==> config.mk <==
export PLATFORM = sky130hd
export DESIGN_NAME = otp_host
export DESIGN_NICKNAME = d
export VERILOG_FILES = /design/src/otp_pkg.sv /design/src/otp_host.sv
export SDC_FILE = /design/constraint.sdc
export NUM_CORES = 1
export LEC_CHECK = 0
export BUFFER_PORTS_ARGS = -buffer_cell sky130_fd_sc_hd__buf_2
export CORE_MARGIN = 5
export CORE_UTILIZATION = 25
export DETAILED_ROUTE_END_ITERATION = 10
export SETUP_SLACK_MARGIN = 0.4
export SLEW_MARGIN = 20
export SYNTH_ARGS = -nofsm -noshare
export SYNTH_HDL_FRONTEND = slang
export SYNTH_SLANG_ARGS = --single-unit
==> constraint.sdc <==
create_clock -name ref_clk_in -period 4.8 [get_ports ref_clk_in]
set_input_delay 1.44 -clock ref_clk_in [delete_from_list [all_inputs] [get_ports ref_clk_in]]
set_output_delay 1.44 -clock ref_clk_in [all_outputs]
set_load 0.05 [all_outputs]
==> src/otp_pkg.sv <==
/*
 * otp_pkg: constants shared by the otp programmer host controller.
 * assumes a 125 MHz reference clock; supply levels are requested as codes
 * that an external regulator turns into voltages.
 */
`default_nettype none
package otp_pkg;
    // =========================================================
    // geometry
    localparam int ADDR_W      = 16;
    localparam int DATA_W      = 16;
    // =========================================================
    // timing
    localparam int CLK_MHZ     = 125;
    localparam int PULSE_NOM_US = 100;   // nominal strobe width
    localparam int PULSE_MIN_US = 95;
    localparam int PULSE_MAX_US = 105;
    localparam int PULSE_CYC   = PULSE_NOM_US * CLK_MHZ;       // 12500
    localparam int PULSE_MIN_CYC = PULSE_MIN_US * CLK_MHZ;
    localparam int PULSE_MAX_CYC = PULSE_MAX_US * CLK_MHZ;
    localparam int SETUP_US    = 2;      // address/data/supply setup
    localparam int SETUP_CYC   = SETUP_US * CLK_MHZ;           // 250
    localparam int RD_NS       = 150;    // data valid from output drive
    localparam int RD_CYC      = (RD_NS * CLK_MHZ + 999) / 1000; // 19
    localparam int RETRY_MAX   = 10;
    // =========================================================
    // supply request codes
    localparam logic [1:0] SUP_READ = 2'h0;  // core 5.0V, prog 5.0V
    localparam logic [1:0] SUP_PROG = 2'h1;  // core 6.5V, prog 13.0V
    localparam logic [1:0] SUP_ID   = 2'h2;  // read supply, id line 12.0V
    localparam int ID_LINE_BIT = 9;          // address bit carrying id high voltage
endpackage
`default_nettype wire

==> src/otp_host.sv <==
/*
 * otp_host: programmer that drives an otp word memory through its pins.
 * runs program, verify with retry, final read-back and id read.
 * assumes the source word is valid in the same cycle as src_req_out, and that
 * an external regulator follows supply_sel_out and hv_id_en_out.
 */
// What this block does
// strobe held low 95 to 105 us
// first address, raise supplies before programming
// first pass: one pulse per word, no verify
// failed verify: up to 10 single retry pulses
// still failing after 10: stop, flag failure
// verified word: advance until all checked
// drop supplies to 5V, read and compare all
// id select low maker, high part code
// device floats outputs when selects go high
// id mode: address low, id line high voltage
// two id words, chosen by select line
// program and verify pin combinations
`timescale 1ns/1ns
`default_nettype none
module otp_host #(
    parameter int PULSE_CYCLES = otp_pkg::PULSE_CYC,   // shorten for simulation
    parameter int LAST_ADDR    = 16'hffff
) (
    input  wire logic                          ref_clk_in,
    input  wire logic                          rst_b_in,
    input  wire logic                          start_prog_in,   // pulse
    input  wire logic                          start_id_in,     // pulse
    input  wire logic [otp_pkg::DATA_W-1:0]    src_data_in,     // source word
    input  wire logic [otp_pkg::DATA_W-1:0]    word_outputs_in, // from device
    output logic      [otp_pkg::ADDR_W-1:0]    word_address_lines_out,
    output logic      [otp_pkg::DATA_W-1:0]    word_drive_out,
    output logic                               word_drive_oe_out,
    output logic                               chip_sel_n_out,
    output logic                               out_drive_n_out,
    output logic                               program_strobe_n_out,
    output logic      [1:0]                    supply_sel_out,
    output logic                               hv_id_en_out,
    output logic                               src_req_out,
    output logic                               busy_out,
    output logic                               done_out,
    output logic                               pass_out,
    output logic                               fail_out,
    output logic      [otp_pkg::DATA_W-1:0]    maker_id_out,
    output logic      [otp_pkg::DATA_W-1:0]    part_id_out
);
    // =========================================================
    // elaboration checks
    initial begin
        if (PULSE_CYCLES < 1 || PULSE_CYCLES > 32'h10000 || LAST_ADDR < 0 ||
            LAST_ADDR > 16'hffff) begin
            $error("otp_host: bad parameter");
        end
    end

    // =========================================================
    // state
    typedef enum logic [3:0] {
        S_IDLE, S_SUPPLY, S_FETCH, S_SETUP, S_PULSE, S_HOLD,
        S_VREAD, S_VCMP, S_NEXT, S_DONE, S_ID_SET, S_ID_READ
    } otp_state_t;
    typedef enum logic [1:0] { P_FIRST, P_VERIFY, P_FINAL } otp_phase_t;

    typedef struct packed {
        otp_state_t                  st;
        otp_phase_t                  ph;
        logic [otp_pkg::ADDR_W-1:0]  addr;
        logic [otp_pkg::DATA_W-1:0]  wdat;
        logic                        woe;
        logic                        ce_n;
        logic                        oe_n;
        logic                        stb_n;
        logic [1:0]                  sup;
        logic                        hv;
        logic                        req;
        logic                        busy;
        logic                        done;
        logic                        pass;
        logic                        fail;
        logic [3:0]                  retry;   // pulses given in verify loop
        logic [15:0]                 cnt;     // delay counter
        logic                        idw;     // id word being read
        logic [otp_pkg::DATA_W-1:0]  mk;
        logic [otp_pkg::DATA_W-1:0]  pt;
    } otp_regs_t;

    otp_regs_t cur_ff;    // registered state
    otp_regs_t nxt_cur;   // next state

    localparam logic [15:0] PULSE_LD = 16'(PULSE_CYCLES - 1);
    localparam logic [15:0] SETUP_LD = 16'(otp_pkg::SETUP_CYC - 1);
    localparam logic [15:0] RD_LD    = 16'(otp_pkg::RD_CYC - 1);
    localparam logic [otp_pkg::ADDR_W-1:0] LAST_A = otp_pkg::ADDR_W'(LAST_ADDR);

    // address with only the id-word select bit set
    function automatic logic [otp_pkg::ADDR_W-1:0] id_addr(input logic sel);
        id_addr = {{(otp_pkg::ADDR_W-1){1'b0}}, sel};
    endfunction

    // =========================================================
    // next state
    always_comb begin
        nxt_cur      = cur_ff;
        nxt_cur.req  = 1'b0;
        nxt_cur.done = 1'b0;
        if (cur_ff.cnt != 16'h0) begin
            nxt_cur.cnt = cur_ff.cnt - 16'h1;
        end
        case (cur_ff.st)
            S_IDLE: begin
                // bus quiet, device deselected so it floats outputs
                nxt_cur.ce_n  = 1'b1;
                nxt_cur.oe_n  = 1'b1;
                nxt_cur.stb_n = 1'b1;
                nxt_cur.woe   = 1'b0;
                if (start_prog_in) begin
                    nxt_cur.addr  = '0;
                    nxt_cur.sup   = otp_pkg::SUP_PROG;
                    nxt_cur.ph    = P_FIRST;
                    nxt_cur.busy  = 1'b1;
                    nxt_cur.pass  = 1'b0;
                    nxt_cur.fail  = 1'b0;
                    nxt_cur.cnt   = SETUP_LD;
                    nxt_cur.st    = S_SUPPLY;
                end else if (start_id_in) begin
                    nxt_cur.addr  = id_addr(1'b0);
                    nxt_cur.sup   = otp_pkg::SUP_ID;
                    nxt_cur.hv    = 1'b1;
                    nxt_cur.idw   = 1'b0;
                    nxt_cur.busy  = 1'b1;
                    nxt_cur.cnt   = SETUP_LD;
                    nxt_cur.st    = S_ID_SET;
                end
            end
            S_SUPPLY: begin
                // supplies settle before any strobe
                if (cur_ff.cnt == 16'h0) begin
                    nxt_cur.req = 1'b1;
                    nxt_cur.st  = S_FETCH;
                end
            end
            S_FETCH: begin
                // source word is present this cycle
                nxt_cur.wdat = src_data_in;
                nxt_cur.ce_n = 1'b0;
                if (cur_ff.ph == P_FIRST) begin
                    nxt_cur.woe  = 1'b1;
                    nxt_cur.oe_n = 1'b1;
                    nxt_cur.cnt  = SETUP_LD;
                    nxt_cur.st   = S_SETUP;
                end else begin
                    nxt_cur.woe  = 1'b0;
                    nxt_cur.oe_n = 1'b0;
                    nxt_cur.retry = 4'h0;
                    nxt_cur.cnt  = RD_LD;
                    nxt_cur.st   = S_VREAD;
                end
            end
            S_SETUP: begin
                if (cur_ff.cnt == 16'h0) begin
                    nxt_cur.stb_n = 1'b0;
                    nxt_cur.cnt   = PULSE_LD;
                    nxt_cur.st    = S_PULSE;
                end
            end
            S_PULSE: begin
                // one fixed-width pulse; exactly PULSE_CYCLES low
                if (cur_ff.cnt == 16'h0) begin
                    nxt_cur.stb_n = 1'b1;
                    nxt_cur.cnt   = SETUP_LD;
                    nxt_cur.st    = S_HOLD;
                end
            end
            S_HOLD: begin
                // data hold, then verify read or move on
                if (cur_ff.cnt == 16'h0) begin
                    nxt_cur.woe = 1'b0;
                    if (cur_ff.ph == P_FIRST) begin
                        nxt_cur.st = S_NEXT;
                    end else begin
                        nxt_cur.oe_n = 1'b0;
                        nxt_cur.cnt  = RD_LD;
                        nxt_cur.st   = S_VREAD;
                    end
                end
            end
            S_VREAD: begin
                if (cur_ff.cnt == 16'h0) begin
                    nxt_cur.st = S_VCMP;
                end
            end
            S_VCMP: begin
                nxt_cur.oe_n = 1'b1;
                if (word_outputs_in == cur_ff.wdat) begin
                    nxt_cur.st = S_NEXT;
                end else if (cur_ff.ph == P_FINAL ||
                             cur_ff.retry == 4'(otp_pkg::RETRY_MAX)) begin
                    nxt_cur.fail = 1'b1;
                    nxt_cur.st   = S_DONE;
                end else begin
                    nxt_cur.retry = cur_ff.retry + 4'h1;
                    nxt_cur.woe   = 1'b1;
                    nxt_cur.cnt   = SETUP_LD;
                    nxt_cur.st    = S_SETUP;
                end
            end
            S_NEXT: begin
                nxt_cur.ce_n = 1'b1;
                if (cur_ff.addr != LAST_A) begin
                    nxt_cur.addr = cur_ff.addr + 16'h1;
                    nxt_cur.req  = 1'b1;
                    nxt_cur.st   = S_FETCH;
                end else begin
                    nxt_cur.addr = '0;
                    nxt_cur.req  = 1'b1;
                    nxt_cur.st   = S_FETCH;
                    if (cur_ff.ph == P_FIRST) begin
                        nxt_cur.ph = P_VERIFY;
                    end else if (cur_ff.ph == P_VERIFY) begin
                        nxt_cur.ph  = P_FINAL;
                        nxt_cur.sup = otp_pkg::SUP_READ;
                        nxt_cur.req = 1'b0;
                        nxt_cur.cnt = SETUP_LD;
                        nxt_cur.st  = S_SUPPLY;
                    end else begin
                        nxt_cur.req  = 1'b0;
                        nxt_cur.pass = 1'b1;
                        nxt_cur.st   = S_DONE;
                    end
                end
            end
            S_DONE: begin
                nxt_cur.ce_n  = 1'b1;
                nxt_cur.oe_n  = 1'b1;
                nxt_cur.stb_n = 1'b1;
                nxt_cur.woe   = 1'b0;
                nxt_cur.sup   = otp_pkg::SUP_READ;
                nxt_cur.hv    = 1'b0;
                nxt_cur.busy  = 1'b0;
                nxt_cur.done  = 1'b1;
                nxt_cur.st    = S_IDLE;
            end
            S_ID_SET: begin
                if (cur_ff.cnt == 16'h0) begin
                    nxt_cur.ce_n = 1'b0;
                    nxt_cur.oe_n = 1'b0;
                    nxt_cur.cnt  = RD_LD;
                    nxt_cur.st   = S_ID_READ;
                end
            end
            S_ID_READ: begin
                if (cur_ff.cnt == 16'h0) begin
                    if (!cur_ff.idw) begin
                        nxt_cur.mk   = word_outputs_in;
                        nxt_cur.idw  = 1'b1;
                        nxt_cur.addr = id_addr(1'b1);
                        nxt_cur.cnt  = RD_LD;
                    end else begin
                        nxt_cur.pt   = word_outputs_in;
                        nxt_cur.st   = S_DONE;
                    end
                end
            end
            default: nxt_cur.st = S_IDLE;
        endcase
    end

    // =========================================================
    // register
    always_ff @(posedge ref_clk_in or negedge rst_b_in) begin
        if (!rst_b_in) begin
            cur_ff       <= '0;
            cur_ff.st    <= S_IDLE;
            cur_ff.ph    <= P_FIRST;
            cur_ff.ce_n  <= 1'b1;
            cur_ff.oe_n  <= 1'b1;
            cur_ff.stb_n <= 1'b1;
        end else begin
            cur_ff <= nxt_cur;
        end
    end

    assign word_address_lines_out = cur_ff.addr;
    assign word_drive_out         = cur_ff.wdat;
    assign word_drive_oe_out      = cur_ff.woe;
    assign chip_sel_n_out         = cur_ff.ce_n;
    assign out_drive_n_out        = cur_ff.oe_n;
    assign program_strobe_n_out   = cur_ff.stb_n;
    assign supply_sel_out         = cur_ff.sup;
    assign hv_id_en_out           = cur_ff.hv;
    assign src_req_out            = cur_ff.req;
    assign busy_out               = cur_ff.busy;
    assign done_out               = cur_ff.done;
    assign pass_out               = cur_ff.pass;
    assign fail_out               = cur_ff.fail;
    assign maker_id_out           = cur_ff.mk;
    assign part_id_out            = cur_ff.pt;
endmodule // otp_host
`default_nettype wire

==> metrics.txt <==
Clock Root Buffer clkbuf_16; final period utilization 67.0%; first-pass GRT wire length 26.9 mm; Max Fclk 311 MHz; core area 0.0242 mm2; DRC viols 0; Slew @ Worst Pin 0.987 ns; DIE AREA 0.0276 mm2; global route total overflow 0; complex-gate fraction of the synthesized area 14.7%; postcts setup bufs 0; Seq/Total Area, Yosys 42.3%; number of global-route vias before repair 4,851; final hold violation count 0; htree depth 3; HPWL after DPL 11.8 mm; most frequent cell after synthesis dfrtp_1; # diodes 0; Worst Skew 0.0132 ns; Synth Net Count 687; Worst R2R Path Depth 12; adder-cell share of the synthesized area 1.44%; commonest cells in the netlist dfrtp_1 (100), buf_4 (66), nor2_1 (58), nand2_1 (42); YS warnings 0; share of layout cells above drive strength 1 28.5%; synth top area cells dfrtp_1 (41%), buf_4 (8.1%), mux2_2 (7.4%); CP Capture Type flop; TritonCTS Sinks 103; Placed Area 0.00651 mm2; Required @ worst endpoint 5.00 ns; post-CTS resize count 0; Peak VDD IR 0.000374 V; startpoint type of the worst setup path flop; IO Count 112; crit-path max FO 15; RSZ-0062 raised after global routing no; Mapped Avg Cell Area 9.47 um2; ys async rst share 100%; # setup viols final 0; Worst EP arrival 3.42 ns; PwrDens 632 mW/mm2; min-delay src maker_id_out[7]; IO buf count 111; WP buf/inv 3; post-synthesis simple-gate area fraction 16.9%; CTS Buf Count 9; cells after synthesis 644; dominant cell type by area after synthesis dfrtp_1; crit path max-delay cell type or4_4; Die Y 166 um; Post-CTS Hold Buffers 0; Post-synth top flop dfrtp_1; WHS Endpoint maker_id_out[7]; fin area 0.00680 mm2; Cell variety after synth 65; Slew Limit Fails 0; Final Net Count 722; placed cell count 992; post-place setup slack 1.41 ns; DIE WIDTH 166 um; largest net degree at the start of global routing 72; Yosys top cell area share 41.0%; hold depth 1; Slew headroom 34.2%; xor and xnor area share after synthesis 4.31%; Clk Latency, worst-skew pair 0.36 ns; Clock Pin Slew Worst Setup and Hold Paths 0.07 ns; drt first pass iters 5; r2r startpoint cur_ff[33]; CTS Buffer Depth 2; gr usage total 11.7%; overall routed net length 16.1 mm; initial antenna violation count 0; FILL cells 2,548; worst path cell trace inv_1 > ha_1 > or4b_1 > or4_4 > nor2_2 > buf_4 > inv_2 > ha_1 > o21a_1 > a21oi_1 > a221oi_1 > a32oi_1; status complete, no violations; via count 4,848; clock period minus worst slack 3.22 ns; flop-to-flop setup slack 1.58 ns; Hold Path Class flop to flop; RD Place Congestion 0.927; EDFF count, synth 0; crit-path most repeated cell ha_1; CP Class flop to flop; Non-Filler Instances 1,008; Reg2Reg Capture Point cur_ff[33]; total power 4.30 mW; starting density of the core 25.2%; setup TNS 0 ns; worst setup margin 1.58 ns; Starting DRT DRC Count 423; P&R area growth vs syn 11.4%; Via-to-Cell Ratio 4.81; count of state elements after synthesis 103; maxcap violations 0; post-synthesis mux area share 9.42%; LEAKAGE 3.11 nW; Crit path max-delay family simple AND/OR/NAND/NOR gates; max incr delay on CP 0.48 ns; CTS tree done; largest family of logic cells by synthesized area simple AND/OR/NAND/NOR gates; Routed Antenna Nets 0; Post-Syn Area 0.00610 mm2; row count 57; drt wl/cell 16.0 um
==> cell families (layout without fill, tap and decap cells) <==
| logic type | after synthesis | count (layout) |
|---|---|---|
| simple gates | 202 | 202 |
| compound gates | 144 | 144 |
| buf+inv | 107 | 147 |
| flops | 103 | 103 |
| mux | 51 | 51 |
| xor+xnor | 30 | 30 |
| fa+ha+maj | 7 | 7 |
==> where the power goes <==
group | switching [mW] | total [mW] | internal (mW) | leakage (nW)
Clock | 0.359 | 0.735 | 0.376 | 0.143
Sequential | 0.289 | 1.38 | 1.10 | 1.35
Combinational | 1.45 | 2.18 | 0.723 | 1.61
Total | 2.10 | 4.30 | 2.19 | 3.11
==> cells in the final DEF, fill, tap and decap left out, types with 8 or more instances in the layout <==
master       n
o21ai_0     40
nand4_1     10
dfrtp_1    100
a31oi_1      9
mux2_1      11
nand2_1     42
nand3_1     20
mux2_2      40
buf_4        8
inv_1       12
xnor2_1     23
buf_2      110
nor3_1      16
clkbuf_16    9
a21oi_1     34
nor2_1      58
==> metrics by stage <==
stage / utilization (%) / hold WS, ns
5_1_grt: 28.1 / 0.507
3_5_place_dp: 26.9 / 0.471
6_report: 28.1 / 0.485
2_1_floorplan: - / 0.439
4_1_cts: 28.1 / 0.490
3_3_place_gp: 26.9 / 0.462
==> layer usage <==
metal | global-route usage, % | part of all wire (%)
met1 | 16.0 | 45
met2 | 17.7 | 45
met3 | 3.59 | 8.0
met4 | 3.77 | 2.2
met5 | 0 | 0
==> state kept, by name, summed over array words and instances (netlist names) <==
register,cells
busy_out,1
chip_sel_n_out,1
cur_ff,27
done_out,1
fail_out,1
hv_id_en_out,1
maker_id_out,16
out_drive_n_out,1
part_id_out,16
pass_out,1
program_strobe_n_out,1
src_req_out,1
supply_sel_out,2
word_address_lines_out,16
word_drive_oe_out,1
word_drive_out,16
==> worst max path at each step <==
stage	depth (start not counted)	to	slack [ns]	start
4_1_cts	9	part_id_out[12]	1.58	cur_ff[33]
5_1_grt	12	cur_ff[33]	1.41	cur_ff[33]
6_report	12	cur_ff[33]	1.58	cur_ff[33]
2_1_floorplan	7	cur_ff[37]	1.96	word_outputs_in[5]
3_3_place_gp	7	cur_ff[37]	1.51	word_outputs_in[1]
3_5_place_dp	7	cur_ff[35]	1.41	word_outputs_in[1]
==> area by class of cell <==
cell class	instances	area [um2]	share of cell area, %
multi-input combinational	434	2860	42.1
sequential	103	2580	38.0
timing repair buffer	118	611	8.98
tap	324	405	5.96
clock buffer	10	239	3.52
clock inverter	6	52.6	0.773
inverter	13	48.8	0.718
==> worst reg2reg max path: cells and delay by family (launching register included) <==
family	cells	cell delay, ns
and+or+nand+nor	3	1.05
DFF	1	0.40
buffers and inverters	3	0.54
adders and majority gates	2	0.56
AOI/OAI and AO/OA	4	0.52
Note: power is estimated with default switching activity, not from simulation.
